===== src/hdl/scpmc_pkg.sv =====
package scpmc_pkg;
  // ****************************************
  // Register map (byte addresses)
  // ****************************************
  localparam logic [7:0] SYS_CLK_SELECT_OFS = 8'h00; // system_clock_select
  localparam logic [7:0] HS_OSC_CONTROL_OFS = 8'h04; // hs_osc_control
  localparam logic [7:0] HALT_CONTROL_OFS = 8'h08; // Halt flags; writing bit 1 clears power-down
  localparam logic [7:0] STATUS_OFS = 8'h0C; // Watchdog count, mode and active clock select
  // ****************************************
  // Field positions and reset values
  // ****************************************
  localparam int SEL_LSB = 5;
  localparam int HS_IDLE_BIT = 1;
  localparam int LS_IDLE_BIT = 0;
  localparam int FREQ_LSB = 2;
  localparam int STABLE_BIT = 1;
  localparam int ENABLE_BIT = 0;
  localparam logic [7:0] SYS_CLK_SELECT_RST = 8'h00;
  localparam logic [7:0] HS_OSC_CONTROL_RST = 8'h01;
  localparam logic [2:0] SEL_LS_CODE = 3'h7; // Code that picks the low-speed clock
  // ****************************************
  // Timing
  // ****************************************
  localparam int STABLE_CYCLES = 16; // Default oscillator settle count
  localparam int WDT_WIDTH = 16; // Watchdog counter width
  // Power modes
  typedef enum logic [2:0] {
    SCPMC_RUN, SCPMC_SLEEP, SCPMC_IDLE_LS, SCPMC_IDLE_BOTH, SCPMC_IDLE_HS
  } scpmc_mode_type;
endpackage


===== src/hdl/scpmc_top.sv =====
`timescale 1ns/100ps
// Contract
// - Select code picks divided fast or slow clock
// - Fast idle bit keeps fast oscillator at halt
// - Slow idle bit keeps slow oscillator at halt
// - Watchdog enable forces slow oscillator on
// - Frequency field selects 4, 8, 12 MHz
// - New frequency applies only once stable
// - Enable or frequency change clears stable, then sets
// - Enable bit runs fast oscillator
// - Unimplemented bits read zero
// - Fast return: software checks stable flag
// - Both idle bits low gives sleep
// - Only slow idle bit gives slow-only idle
// - Both idle bits give both-clock idle
// - Only fast idle bit gives fast-only idle
// - Halt sets power-down, clears time-out flag
// - Halt preserves memory, registers, ports
// - Halt clears watchdog counter
module scpmc_top #(
  parameter int STABLE_COUNT = scpmc_pkg::STABLE_CYCLES
) (
  input wire logic CLOCK,
  input wire logic ARST_N,
  input wire logic PSEL,
  input wire logic PENABLE,
  input wire logic PWRITE,
  input wire logic [7:0] PADDR,
  input wire logic [31:0] PWDATA,
  output logic [31:0] PRDATA,
  output logic PREADY,
  output logic PSLVERR,
  input wire logic HALT_REQ,
  input wire logic WAKE_REQ,
  input wire logic WDT_ENABLE,
  input wire logic WDT_TIMEOUT,
  input wire logic LS_OSC_READY,
  output logic SYS_CLK_EN,
  output logic HS_OSC_RUN,
  output logic LS_OSC_RUN,
  output logic [1:0] HS_FREQ_APPLIED,
  output logic CPU_RUN,
  output logic WDT_CLEAR,
  output scpmc_pkg::scpmc_mode_type MODE
);
  import scpmc_pkg::*;

  // ****************************************
  // Registers and state
  // ****************************************
  logic [2:0] sel_q; // sys_clk_select
  logic hs_idle_enable_q;
  logic ls_idle_enable_q;
  logic [1:0] hs_freq_select_q;
  logic hs_osc_enable_q;
  logic hs_osc_stable_flag_q;
  logic power_down_flag_q;
  logic watchdog_timeout_flag_q;
  logic [15:0] settle_q; // Oscillator settle counter
  logic [2:0] active_sel_q; // Select code the divider really uses
  logic [5:0] div_q; // Free-running divider
  logic [WDT_WIDTH-1:0] wdt_q; // Watchdog count
  scpmc_mode_type mode_q;
  logic wr_en, halt_go, hs_kick, hs_run, ls_run;
  logic [31:0] rdata_d;

  // Access phase strobes; slave answers with zero wait states
  assign wr_en = PSEL && PENABLE && PWRITE;
  // Halt only honoured while running
  assign halt_go = HALT_REQ && (mode_q == SCPMC_RUN);
  // Enable rising or frequency change restarts settling
  assign hs_kick = wr_en && (PADDR == HS_OSC_CONTROL_OFS) &&
                   (PWDATA[ENABLE_BIT] && (!hs_osc_enable_q ||
                    PWDATA[FREQ_LSB+1:FREQ_LSB] != hs_freq_select_q));

  // Tick of the divider for a given code
  function automatic logic div_tick(input logic [2:0] code, input logic [5:0] cnt);
    logic [5:0] m;
    m = 6'h3F >> (3'h6 - ((code > 3'h6) ? 3'h6 : code));
    div_tick = ((cnt & m) == m);
  endfunction

  // ****************************************
  // Register writes
  // ****************************************
  // Clock select register: all fields read/write
  always_ff @(posedge CLOCK or negedge ARST_N) begin
    if (!ARST_N) begin
      sel_q <= SYS_CLK_SELECT_RST[7:5];
      hs_idle_enable_q <= SYS_CLK_SELECT_RST[HS_IDLE_BIT];
      ls_idle_enable_q <= SYS_CLK_SELECT_RST[LS_IDLE_BIT];
    end else if (wr_en && PADDR == SYS_CLK_SELECT_OFS) begin
      sel_q <= PWDATA[SEL_LSB+2:SEL_LSB];
      hs_idle_enable_q <= PWDATA[HS_IDLE_BIT];
      ls_idle_enable_q <= PWDATA[LS_IDLE_BIT];
    end
  end

  // Oscillator control register; stable flag is read-only
  always_ff @(posedge CLOCK or negedge ARST_N) begin
    if (!ARST_N) begin
      hs_freq_select_q <= HS_OSC_CONTROL_RST[FREQ_LSB+1:FREQ_LSB];
      hs_osc_enable_q <= HS_OSC_CONTROL_RST[ENABLE_BIT];
    end else if (wr_en && PADDR == HS_OSC_CONTROL_OFS) begin
      hs_freq_select_q <= PWDATA[FREQ_LSB+1:FREQ_LSB];
      hs_osc_enable_q <= PWDATA[ENABLE_BIT];
    end
  end

  // ****************************************
  // Oscillator control
  // ****************************************
  // Fast oscillator runs when enabled, and at halt only if idle bit allows
  assign hs_run = hs_osc_enable_q &&
                  (mode_q == SCPMC_RUN || hs_idle_enable_q);
  // Slow oscillator: running, idle bit, or watchdog keeps it alive
  assign ls_run = (mode_q == SCPMC_RUN) || ls_idle_enable_q || WDT_ENABLE;

  always_ff @(posedge CLOCK or negedge ARST_N) begin
    if (!ARST_N) begin
      HS_OSC_RUN <= 1'b0;
      LS_OSC_RUN <= 1'b1;
    end else begin
      HS_OSC_RUN <= hs_run;
      LS_OSC_RUN <= ls_run;
    end
  end

  // Settle counter clears stable on kick, sets it after the count.
  // Stopped oscillator drops stable so a later restart resettles.
  always_ff @(posedge CLOCK or negedge ARST_N) begin
    if (!ARST_N) begin
      settle_q <= '0;
      hs_osc_stable_flag_q <= 1'b0;
    end else if (hs_kick || !hs_run) begin
      settle_q <= '0;
      hs_osc_stable_flag_q <= 1'b0;
    end else if (!hs_osc_stable_flag_q) begin
      if (settle_q == 16'(STABLE_COUNT - 1)) begin
        hs_osc_stable_flag_q <= 1'b1;
      end else begin
        settle_q <= settle_q + 16'h0001;
      end
    end
  end

  // Applied frequency follows the field only once stable
  always_ff @(posedge CLOCK or negedge ARST_N) begin
    if (!ARST_N) begin
      HS_FREQ_APPLIED <= HS_OSC_CONTROL_RST[FREQ_LSB+1:FREQ_LSB];
    end else if (hs_osc_stable_flag_q) begin
      HS_FREQ_APPLIED <= hs_freq_select_q;
    end
  end

  // ****************************************
  // System clock generation
  // ****************************************
  // Divider runs always so ratio changes land on a period boundary
  always_ff @(posedge CLOCK or negedge ARST_N) begin
    if (!ARST_N) begin
      div_q <= '0;
    end else begin
      div_q <= div_q + 6'h01;
    end
  end

  // Code is adopted only at the end of a whole old period, and a switch
  // waits for the target oscillator to be ready, so no short pulse
  always_ff @(posedge CLOCK or negedge ARST_N) begin
    if (!ARST_N) begin
      active_sel_q <= SYS_CLK_SELECT_RST[7:5];
    end else if (sel_q != active_sel_q && div_tick(active_sel_q, div_q)) begin
      if (sel_q == SEL_LS_CODE ? LS_OSC_READY : hs_osc_stable_flag_q) begin
        active_sel_q <= sel_q;
      end
    end
  end

  // Clock enable pulse; stopped while halted in sleep or slow-only idle
  always_ff @(posedge CLOCK or negedge ARST_N) begin
    if (!ARST_N) begin
      SYS_CLK_EN <= 1'b0;
    end else if (mode_q == SCPMC_SLEEP || mode_q == SCPMC_IDLE_LS) begin
      SYS_CLK_EN <= 1'b0;
    end else if (active_sel_q == SEL_LS_CODE) begin
      SYS_CLK_EN <= LS_OSC_READY && ls_run;
    end else begin
      SYS_CLK_EN <= hs_run && div_tick(active_sel_q, div_q);
    end
  end

  // ****************************************
  // Power mode state
  // ****************************************
  // Halt picks a mode from the idle bits; wake returns to run.
  // Registers are untouched here, so state is preserved over halt.
  always_ff @(posedge CLOCK or negedge ARST_N) begin
    if (!ARST_N) begin
      mode_q <= SCPMC_RUN;
    end else begin
      case (mode_q)
        SCPMC_RUN: begin
          if (halt_go) begin
            case ({hs_idle_enable_q, ls_idle_enable_q})
              2'b00: mode_q <= SCPMC_SLEEP;
              2'b01: mode_q <= SCPMC_IDLE_LS;
              2'b11: mode_q <= SCPMC_IDLE_BOTH;
              default: mode_q <= SCPMC_IDLE_HS;
            endcase
          end
        end
        default: begin
          if (WAKE_REQ) begin
            mode_q <= SCPMC_RUN;
          end
        end
      endcase
    end
  end

  // CPU runs only outside halt; mode mirrors state
  always_ff @(posedge CLOCK or negedge ARST_N) begin
    if (!ARST_N) begin
      CPU_RUN <= 1'b1;
      MODE <= SCPMC_RUN;
    end else begin
      CPU_RUN <= (mode_q == SCPMC_RUN) && !halt_go;
      MODE <= mode_q;
    end
  end

  // Halt flags: time-out set wins over halt clear, so none is lost
  always_ff @(posedge CLOCK or negedge ARST_N) begin
    if (!ARST_N) begin
      power_down_flag_q <= 1'b0;
      watchdog_timeout_flag_q <= 1'b0;
    end else begin
      if (halt_go) begin
        power_down_flag_q <= 1'b1;
      end else if (wr_en && PADDR == HALT_CONTROL_OFS && PWDATA[1]) begin
        power_down_flag_q <= 1'b0;
      end
      if (WDT_TIMEOUT) begin
        watchdog_timeout_flag_q <= 1'b1;
      end else if (halt_go) begin
        watchdog_timeout_flag_q <= 1'b0;
      end
    end
  end

  // Watchdog counter clears on halt and keeps counting
  always_ff @(posedge CLOCK or negedge ARST_N) begin
    if (!ARST_N) begin
      wdt_q <= '0;
      WDT_CLEAR <= 1'b0;
    end else begin
      WDT_CLEAR <= halt_go;
      if (halt_go) begin
        wdt_q <= '0;
      end else if (WDT_ENABLE) begin
        wdt_q <= wdt_q + WDT_WIDTH'(1);
      end
    end
  end

  // ****************************************
  // APB read path
  // ****************************************
  // Unmapped address reads zero and raises the error answer
  always_comb begin
    rdata_d = 32'h0000_0000;
    case (PADDR)
      SYS_CLK_SELECT_OFS: rdata_d = {24'h0, sel_q, 3'h0, hs_idle_enable_q,
                                     ls_idle_enable_q};
      HS_OSC_CONTROL_OFS: rdata_d = {24'h0, 4'h0, hs_freq_select_q,
                                     hs_osc_stable_flag_q, hs_osc_enable_q};
      HALT_CONTROL_OFS: rdata_d = {30'h0, power_down_flag_q, watchdog_timeout_flag_q};
      STATUS_OFS: rdata_d = {wdt_q, 8'h0, 1'b0, mode_q, 1'b0, active_sel_q};
      default: rdata_d = 32'h0000_0000;
    endcase
  end

  // Answer registered in the setup cycle so access phase sees ready
  always_ff @(posedge CLOCK or negedge ARST_N) begin
    if (!ARST_N) begin
      PRDATA <= 32'h0000_0000;
      PREADY <= 1'b0;
      PSLVERR <= 1'b0;
    end else begin
      PREADY <= PSEL && !PENABLE;
      PSLVERR <= PSEL && !PENABLE && PADDR != SYS_CLK_SELECT_OFS &&
                 PADDR != HS_OSC_CONTROL_OFS && PADDR != HALT_CONTROL_OFS &&
                 PADDR != STATUS_OFS;
      PRDATA <= (PSEL && !PENABLE && !PWRITE) ? rdata_d : 32'h0000_0000;
    end
  end

  // ****************************************
  // Checks
  // ****************************************
  chk_halt_sets_pdf: assert property (@(posedge CLOCK) disable iff (!ARST_N)
    halt_go |=> power_down_flag_q && (watchdog_timeout_flag_q == $past(WDT_TIMEOUT)))
    else $error("Halt did not set power-down flag");
  chk_sleep_no_clk: assert property (@(posedge CLOCK) disable iff (!ARST_N)
    halt_go && !hs_idle_enable_q && !ls_idle_enable_q |=> ##1 !SYS_CLK_EN)
    else $error("Clock ran in sleep");
  chk_ls_idle_mode: assert property (@(posedge CLOCK) disable iff (!ARST_N)
    halt_go && !hs_idle_enable_q && ls_idle_enable_q |=> mode_q == SCPMC_IDLE_LS)
    else $error("Wrong slow-only idle mode");
  chk_both_idle_mode: assert property (@(posedge CLOCK) disable iff (!ARST_N)
    halt_go && hs_idle_enable_q && ls_idle_enable_q |=> mode_q == SCPMC_IDLE_BOTH)
    else $error("Wrong both-clock idle mode");
  chk_hs_idle_mode: assert property (@(posedge CLOCK) disable iff (!ARST_N)
    halt_go && hs_idle_enable_q && !ls_idle_enable_q |=> mode_q == SCPMC_IDLE_HS)
    else $error("Wrong fast-only idle mode");
  chk_wdt_forces_ls: assert property (@(posedge CLOCK) disable iff (!ARST_N)
    WDT_ENABLE |=> LS_OSC_RUN)
    else $error("Slow oscillator stopped with watchdog on");
  chk_kick_clears_flag: assert property (@(posedge CLOCK) disable iff (!ARST_N)
    hs_kick |=> !hs_osc_stable_flag_q)
    else $error("Stable flag not cleared on kick");
  chk_wdt_cleared: assert property (@(posedge CLOCK) disable iff (!ARST_N)
    halt_go |=> wdt_q == '0 && WDT_CLEAR)
    else $error("Watchdog not cleared on halt");
  chk_hs_idle_off: assert property (@(posedge CLOCK) disable iff (!ARST_N)
    mode_q != SCPMC_RUN && !hs_idle_enable_q |=> !HS_OSC_RUN)
    else $error("Fast oscillator ran in halt");
  // Frequency, slow clock and settle count guards
  chk_freq_held: assert property (@(posedge CLOCK) disable iff (!ARST_N)
    !hs_osc_stable_flag_q |=> HS_FREQ_APPLIED == $past(HS_FREQ_APPLIED))
    else $error("Frequency applied before stable");
  chk_slow_clk_runs: assert property (@(posedge CLOCK) disable iff (!ARST_N)
    active_sel_q == SEL_LS_CODE && mode_q == SCPMC_RUN && LS_OSC_READY |=> SYS_CLK_EN)
    else $error("Slow system clock stopped");
  chk_settle_count: assert property (@(posedge CLOCK) disable iff (!ARST_N)
    $rose(hs_osc_stable_flag_q) |-> settle_q == 16'(STABLE_COUNT - 1))
    else $error("Stable flag set at wrong count");
endmodule


===== config.mk =====
export PLATFORM = sky130hd
export DESIGN_NAME = scpmc_top
export DESIGN_NICKNAME = d
export VERILOG_FILES = /design/src/hdl/scpmc_pkg.sv /design/src/hdl/scpmc_top.sv
export SDC_FILE = /design/constraint.sdc
export NUM_CORES = 1
export LEC_CHECK = 0
export BUFFER_PORTS_ARGS = -buffer_cell sky130_fd_sc_hd__buf_2
export CAP_MARGIN = 10
export CORE_ASPECT_RATIO = 0.5
export CORE_UTILIZATION = 48
export CTS_CLUSTER_SIZE = 10
export DETAILED_ROUTE_END_ITERATION = 10
export PLACE_DENSITY = 0.75
export SYNTH_ARGS = -nofsm -noshare
export SYNTH_HDL_FRONTEND = slang
export SYNTH_SLANG_ARGS = --single-unit

===== constraint.sdc =====
create_clock -name CLOCK -period 1.7 [get_ports CLOCK]
set_input_delay 0.17 -clock CLOCK [delete_from_list [all_inputs] [get_ports CLOCK]]
set_output_delay 0.17 -clock CLOCK [all_outputs]
set_load 0.02 [all_outputs]

==> After elaboration in Yosys (flattened, before gate mapping) <==
Index checks and enable logic that the tools add are counted.
{ "op_classes": {"add_sub_neg": 4, "magnitude_cmp": 1, "eq_ne": 19, "n_shift": 1, "muxes": 22, "bitwise": 1, "n_reduce_logical": 42} }
{ "op_table": {"columns": ["cell", "count"], "rows": [
  ["$pmux 32 s4", 1],
  ["$mux 16", 5],
  ["$add 16x1->16 const B", 2],
  ["$mux 32", 1],
  ["$logic_and 1x1->1", 20],
  ["$eq 16x4->1 const B", 1],
  ["$eq 8x4->1 const B", 2],
  ["$ne 8x4->1 const B", 2],
  ["$mux 3", 4],
  ["$mux 1", 10],
  ["$pmux 3 s3", 1],
  ["$eq 8x3->1 const B", 1],
  ["$logic_not 8->1", 1],
  ["$ne 8x3->1 const B", 1],
  ["$reduce_bool 2->1", 4],
  ["$reduce_bool 8->1", 1],
  ["$add 6x1->6 const B", 1],
  ["$and 6x6->6", 1],
  ["$eq 3x3->1 const B", 2],
  ["$eq 6x6->1", 1],
  ["$logic_or 1x1->1", 6],
  ["$reduce_and 2->1", 3],
  ["$shr 6x3->6 const A", 1],
  ["$logic_not 1->1", 5],
  ["other kinds (12)", 13]
]} }
{ "word_totals": {"reg_bits": 99, "inputBits": 50, "out_inout_bits": 44, "word_cells": 113} }

==> Longest topological paths before layout <==
Gate-level depths: netlist (run 1).
{ "logic_depth": {"ltp_word": 9, "depth_mapped": 7, "ltp_nobuf": 7} }

==> Worst setup path before layout (run 1) <==
Ideal clock, no wire load.
{ "synth_path": {"path_kind": "register to register", "startpoint": "register active_sel_q[2]", "endpoint": "register active_sel_q[0]", "setup_time_ns": 0.125, "t_arrival_ns": 1.633, "t_required_ns": 1.575, "setup_slack_ns": -0.058, "stages_incl_launch_ff": 7, "path_buffers": 0, "period_less_slack_ns": 1.758, "cell_sequence": "dfrtp_1 -> nand3b_1 -> ha_1 -> o21ai_0 -> a221oi_1 -> nand3_1 -> mux2_2"} }
{ "synth_via": {"elab_chain_cells": 8, "word_cells_on_any_way": 9, "classes_between": "add/sub: 1; order compare: 1; eq/ne: 2; shift: 1; mux: 1; bitwise: 1; reduce/logical: 2"} }
{ "synth_lines": {"columns": ["element", "line", "source"], "rows": [
  ["from (decl)", "scpmc_top.sv:60", "logic [2:0] active_sel_q;"],
  ["from (signal assigned)", "scpmc_top.sv:172", "active_sel_q <= SYS_CLK_SELECT_RST[7:5];"],
  ["from (signal assigned)", "scpmc_top.sv:175", "active_sel_q <= sel_q;"],
  ["$gt 3x3->1", "scpmc_top.sv:79", "m = 6'h3F >> (3'h6 - ((code > 3'h6) ? 3'h6 : code));"],
  ["$mux 3", "scpmc_top.sv:79", null],
  ["$sub 3x3->3", "scpmc_top.sv:79", null],
  ["$shr 6x3->6", "scpmc_top.sv:79", null],
  ["$and 6x6->6", "scpmc_top.sv:80", "div_tick = ((cnt & m) == m);"],
  ["$eq 6x6->1", "scpmc_top.sv:80", null],
  ["$logic_and 1x1->1 *", "scpmc_top.sv:173", "end else if (sel_q != active_sel_q && div_tick(active_sel_q, div_q)) begin"],
  ["$reduce_and 2->1 (no source line) *", null, null]
]} }
Mark *: on every way between the ends. The rest lies on a longest branch, timed or not.
A chain may end at the register's enable or synchronous reset.

==> Worst setup path after layout (run 1) <==
{ "layout_path": {"startpoint": "register active_sel_q[2]", "endpoint": "register active_sel_q[1]"} }
The elaborated chain is that of the path after synthesis.

==> impl_metrics.yaml, run 1 <==
run_status:
  outcome: "finished with violations"
  violations: "setup timing"
worst_setup_path:
  critical_path.slowest_cell: "dfrtp_1"
  crit_chain: "nand3b_1, ha_1, o21ai_2, a221oi_2, nand3_2, mux2_4"
  startpoint: "active_sel_q[2]"
  path_max_fanout: 3
  reg2reg_depth: 6
  critPathLaunchType: "flip-flop"
  r2r_slack_ps: -80
  cp.arrival_ps: 2010
  crit_type: "flip-flop to flip-flop"
  timing.rr.end: "active_sel_q[1]"
  cp.required_ps: 1920
  regToRegStartpoint: "active_sel_q[2]"
  critPathCaptureType: "flip-flop"
  cpPeakStageDelay_ps: 370
  setup.worst_path.end: "active_sel_q[1]"
cells_and_area:
  layout_commonest_cell: "dfrtp_1"
  syn_to_final_growth_pct: 24.3
  drive_gt1_share_pct: 31.2
  num-nets-final: 515
  regArea_mm2: 0.00228
  n_antenna_cell: 0
  multi_input_area_mm2: 0.00168
  layout_common_cells: "dfrtp_1, buf_2, nor2_1, buf_4, nand2_1"
  post-route-util_pct: 62.3
  stdcell_area_mm2: 0.00504
  fillCellCount: 656
timing:
  setup_viol: 6
  fmax_ghz: 0.562
  finalClockSkew_ps: 6.11
  period_share_pct: 105
  worst_hold_slack_ps: 15.7
  fin_ws_ps: -80.5
  min_period_ps: 1780
  hold_viol: 0
  maxSlewViolCount: 0
  rsz0062_at_grt: "yes"
pwr:
  switching_power_mw: 1.06
  ir_drop_uv: 620
  power.share.clock_pct: 43.0
  seq_power_share_pct: 50.3
  power.density_mw_per_mm2: 901
  p_leak_nw: 2.43
  p_comb_share_pct: 6.7
  internal_power_mw: 3.48
  switching_share_pct: 23.4
route:
  viasPerCell: 5.07
  route.detailed.drc: 0
  drtIter0Drc: 145
  ant_nets: 0
  detail_route.wl_per_cell_um: 14.4
  drt-pass1-iter-count: 4
  totalWireLength_mm: 8.24
  vias: 2912
grt:
  antenna_found_initial: 0
  track_usage_pct: 20.3
  first_global_vias: 2724
  grt_max_degree: 64
  grt.overflow.total: 0
  grt_pass1_wl_mm: 13.5
place:
  place_ws_ps: -137
  gp_congestion: 0.821
  dp.final_hpwl_mm: 5.76
  place_area_mm2: 0.00466
  numPortBuffers: 60
min_path:
  min_from: "WDT_TIMEOUT"
  hold_depth: 2
  min_path_type: "primary input to flip-flop"
synthesis:
  synth_compound_area_share_pct: 6.49
  ys_ff_latch: 91
  synth_xor_area_share_pct: 5.19
  synthAdderAreaFrac_pct: 2.47
  synth_top_family_by_area: "simple AND/OR/NAND/NOR gates"
  yosys-mux-area-fraction_pct: 5.19
  syn_area_mm2: 0.00405
  synthCells: 367
  synth_top_area_cell: "dfrtp_1"
  synth_area_per_cell_um2: 11.0
  synthDistinctLibCells: 47
  yosys_warnings: 0
  synth.area.top_cells: "dfrtp_1, mux2_2, xor2_1"
  synth.yosys.seq_area_share_pct: 56.3
  synthSimpleGateAreaFrac_pct: 20.2
  synth_top_area_share_pct: 54.4
floorplanning:
  die_x_um: 132
  die_h_um: 67.0
  dieArea_mm2: 0.00883
  start_util_pct: 50.1
  core_area_mm2: 0.00809
  core.rowCount: 23
  io-pin-count: 94
cts:
  cts-buffers-inserted: 9
  clk_pin_slew_ps: 70
  clk_latency_ps: 340
  clock-sinks: 91
  max-clock-path-buffers: 2
  htree_levels: 3
  cts_tree: "done"
  cts-root-buf: "clkbuf_16"
run:
  drv_cap: 0
## area by class of cell
class / count / area share, %
sequential: 91 / 45.3
multi-input combinational: 248 / 33.3
timing repair buffer: 95 / 11.9
clock buffer: 10 / 4.55
tap: 112 / 2.78
clock inverter: 6 / 1.32
inverter: 12 / 0.894
## worst max-delay path, delay by kind of cell (launching register included)
kind | cells | cell delay [ps]
DFF | 1 | 370
AOI/OAI and AO/OA | 2 | 350
adders and majority gates | 1 | 320
and+or+nand+nor | 2 | 310
muxes | 1 | 310
## state kept, by name, indices dropped and copies added, names as in the netlist, 2 cells and up
register	cells
MODE	3
active_sel_q	3
HS_FREQ_APPLIED	2
PRDATA	24
mode_q	3
div_q	6
wdt_q	16
sel_q	3
settle_q	16
hs_freq_select_q	2
## power groups by stage
stage          logic [mW]  clock network (mW)  registers (mW)
6_report            0.304                1.95            2.28
5_1_grt             0.342                2.07            2.29
4_1_cts             0.308                2.00            2.28
3_5_place_dp        0.302                   0            2.32
3_3_place_gp        0.297                   0            2.32
2_1_floorplan       0.157                   0            2.33
## synthesized netlist by cell type, drive strengths merged
master	n
dfrtp	88
nor2	33
nand2	21
xor2	18
nand3	17
and2	16
mux2	16
o21ai	15
a21oi	13
clkbuf	12
inv	12
nand4	12
buf	11
ha	8
nor3	8
or3	7
xnor2	6
and3	5
nand4b	4
nor2b	4
nor4	4
or4	4
a21o	3
a22oi	3
and4	3
dfstp	3
mux2i	3
and4b	2
nor4bb	2
o21a	2
o31ai	2
a221oi	1
a22o	1
a41o	1
a41oi	1
and3b	1
conb	1
nand3b	1
nor3b	1
o21bai	1
or3b	1
## worst min path at each step
| stage | end |
|---|---|
| after floorplan | HS_FREQ_APPLIED[0] |
| after global placement | MODE[1] |
| after detailed placement | MODE[2] |
| after CTS | PREADY |
| after global routing | watchdog_timeout_flag_q |
| final | watchdog_timeout_flag_q |
## stage by stage
stage	power (mW)	TNS [ps]	cells
after detailed placement	2.62	-658	553
final	4.54	-261	574
after floorplan	2.48	-26.0	374
after global placement	2.62	-248	553
after global routing	4.71	-989	574
after CTS	4.59	-266	574
## cell families after synthesis
family / Yosys count
mux: 19
other cells: 1
xor+xnor: 24
compound gates: 43
flops: 91
buf+inv: 35
fa+ha+maj: 8
simple gates: 146
## layer usage
layer | global-route usage, % | wire length, µm
met5 | 0 | 0
met4 | 6.83 | 91
met3 | 5.40 | 290
met2 | 35.0 | 4060
met1 | 25.2 | 3800
## repair_timing
item	in CTS	in global routing
pin swaps	6	10
setup endpoints to repair	9	11
resized for setup	2	9
setup buffers	3	0
endpoints found under the hold margin	89	0
hold buffers	2	0
Power figures use the tool's default switching activity.
==> inputs of run 2 (changes only) <==
--- a/config.mk
+++ b/config.mk
@@ -5,13 +5,14 @@
 export SDC_FILE = /design/constraint.sdc
 export NUM_CORES = 1
 export LEC_CHECK = 0
+export ABC_AREA = 1
 export BUFFER_PORTS_ARGS = -buffer_cell sky130_fd_sc_hd__buf_2
 export CAP_MARGIN = 10
 export CORE_ASPECT_RATIO = 0.5
-export CORE_UTILIZATION = 48
+export CORE_UTILIZATION = 50
 export CTS_CLUSTER_SIZE = 10
 export DETAILED_ROUTE_END_ITERATION = 10
-export PLACE_DENSITY = 0.75
+export PLACE_DENSITY = 0.77
 export SYNTH_ARGS = -nofsm -noshare
 export SYNTH_HDL_FRONTEND = slang
 export SYNTH_SLANG_ARGS = --single-unit
==> impl_metrics.yaml, run 2 <==
run_status:
  outcome: "complete, no violations"
floorplanning:
  core.rowCount: 24
  core_area_mm2: 0.00874
  io-pin-count: 94
  dieArea_mm2: 0.00947
  die_h_um: 69.3
  die_x_um: 137
  start_util_pct: 51.8
grt:
  first_global_vias: 3612
  antenna_found_initial: 0
  track_usage_pct: 22.0
  grt.overflow.total: 0
  grt_max_degree: 35
  grt_pass1_wl_mm: 16.2
synthesis:
  synth_flop_cell: "dfrtp_1"
  synth.yosys.seq_area_share_pct: 50.4
  synth.top_cells.by_count: "nand2_1, dfrtp_1, inv_1, nor2_1, nand3_1"
  yosys_warnings: 0
  syn_area_mm2: 0.00453
  synthCells: 559
  synth_top_area_cell: "dfrtp_1"
  synth-edff-count: 0
  ys_async_sr_fraction_pct: 100
  synth_most_common_cell: "nand2_1"
  synthDistinctLibCells: 36
  synth.area.top_cells: "dfrtp_1, nand2_1, inv_1"
  synth_top_area_share_pct: 48.6
  ys_ff_latch: 91
  synth_area_per_cell_um2: 8.10
route:
  vias: 3746
  route.detailed.drc: 0
  detail_route.wl_per_cell_um: 12.5
  totalWireLength_mm: 9.52
  drt-pass1-iter-count: 4
  viasPerCell: 4.92
  drtIter0Drc: 213
  ant_nets: 0
cts:
  clk_pin_slew_ps: 70
  clock-sinks: 91
  cts-root-buf: "clkbuf_16"
  max-clock-path-buffers: 2
  cts-buffers-inserted: 9
  cts_tree: "done"
  htree_levels: 3
  clk_latency_ps: 340
pwr:
  internal_power_mw: 3.88
  ir_drop_uv: 517
  p_leak_nw: 2.80
  switching_power_mw: 1.30
  power.share.clock_pct: 44.2
  switching_share_pct: 25.0
  p_comb_share_pct: 10.6
  power.density_mw_per_mm2: 951
  seq_power_share_pct: 45.2
worst_setup_path:
  path_max_fanout: 5
  critPathCaptureType: "flip-flop"
  cp.required_ps: 1930
  crit_type: "flip-flop to flip-flop"
  critPathLaunchType: "flip-flop"
  cp.arrival_ps: 1820
  r2r_slack_ps: 110
timing:
  setup_viol: 0
  min_period_ps: 1590
  rsz0062_at_grt: "no"
  fmax_ghz: 0.630
  worst_hold_slack_ps: 26.3
  hold_viol: 0
  fin_ws_ps: 113
  period_share_pct: 93.3
  finalClockSkew_ps: 7.70
  maxSlewViolCount: 0
  fin_tns_setup_ps: 0
min_path:
  min_path_type: "primary input to flip-flop"
place:
  numPortBuffers: 60
  gp_congestion: 0.854
  dp.cells: 737
  place_ws_ps: 36.2
  dp.final_hpwl_mm: 6.66
cells_and_area:
  drive_gt1_share_pct: 20.5
  num-nets-final: 697
  multi_input_area_mm2: 0.00186
  syn_to_final_growth_pct: 20.2
  layout_commonest_cell: "nand2_1"
  fillCellCount: 705
  largest_reg_flops: 24
  layout.cells.non_filler: 761
  top_regs: "PRDATA (24), settle_q (16), wdt_q (16)"
  regArea_mm2: 0.00228
  layout_common_cells: "nand2_1, dfrtp_1, inv_1"
  top_register: "PRDATA"
  n_antenna_cell: 0
run:
  drv_cap: 0
## run 2: cell types whose count changed after synthesis, moves of 9 or more
cell     previous run  this run
and2_1             16         0
mux2_2             16         1
nor2_1             33        65
o21ai_0            14        23
inv_1              12        81
nor3_1              7        17
xor2_1             18         5
nor3_2              1        10
nand3_1            17        48
nand2_1            21       132
## run 2: timing repair
| action | in CTS | in global routing |
|---|---|---|
| setup endpoints to repair | 0 | 18 |
| gates resized for setup | 0 | 10 |
| hold buffers | 3 | 0 |
| buffers inserted | 0 | 5 |
| endpoints found under the hold margin | 26 | 0 |
## run 2: cell type report
cell class,count,area share [%]
Clock buffer,10,4.20
Clock inverter,6,2.09
Inverter,85,5.86
Timing Repair Buffer,81,9.12
Sequential cell,91,41.9
Tap cell,117,2.69
Multi-Input combinational cell,371,34.1
## run 2: power by group through the flow
| stage | clock (mW) | combinational [mW] | sequential [mW] |
|---|---|---|---|
| 2_1_floorplan | 0 | 0.304 | 2.42 |
| 3_5_place_dp | 0 | 0.547 | 2.38 |
| 4_1_cts | 2.32 | 0.554 | 2.34 |
| 5_1_grt | 2.41 | 0.622 | 2.35 |
| 3_3_place_gp | 0 | 0.532 | 2.38 |
| 6_report | 2.29 | 0.550 | 2.34 |
## run 2: path summary, 6_finish.rpt
kind / from / endpoint / depth (start not counted)
max: active_sel_q[1] / active_sel_q[2] / 9
min: WDT_TIMEOUT / watchdog_timeout_flag_q / 2
max reg2reg: active_sel_q[1] / active_sel_q[2] / 9
min reg2reg: div_q[5] / div_q[5] / 1
max in group asynchronous: ARST_N / LS_OSC_RUN / 3
min in group asynchronous: ARST_N / settle_q[12] / 2
## run 2: logic make-up (layout without fill, tap and decap cells)
group | after synthesis | after routing | synth area share (%)
flops | 91 | 91 | 50.4
fa+ha+maj | 8 | 8 | 2.21
simple gates | 307 | 307 | 31.8
other cells | 1 | 8 | 0.0828
mux | 1 | 1 | 0.249
compound gates | 42 | 42 | 4.78
buf+inv | 104 | 182 | 9.56
xor+xnor | 5 | 5 | 0.967
## run 2: stage by stage
stage / total power [mW] / area, µm² / util (%)
final: 5.18 / 5450 / 62.3
after CTS: 5.21 / 5390 / 61.6
after global placement: 2.91 / 5010 / 57.4
after detailed placement: 2.93 / 5010 / 57.4
after global routing: 5.38 / 5450 / 62.3
after floorplan: 2.72 / 4560 / -
## run 2: critical path, cell delays in order, from the launching register on
cell and delay [ps]:
dfrtp_2 430, nand2_2 90, nand2_1 60, ha_1 300, nor2_1 50, o21ai_0 140, and3_2 250, nand2_2 80
nand2_1 60, nand2_1 40
## run 2: metal layers
metal / GRT usage (%) / routed length (µm) / up-vias
li1: - / - / 1914
met1: 26.7 / 4220 / 1738
met2: 37.2 / 4780 / 75
met3: 6.65 / 373 / 19
met4: 7.53 / 142 / 0
met5: 0 / 0 / -
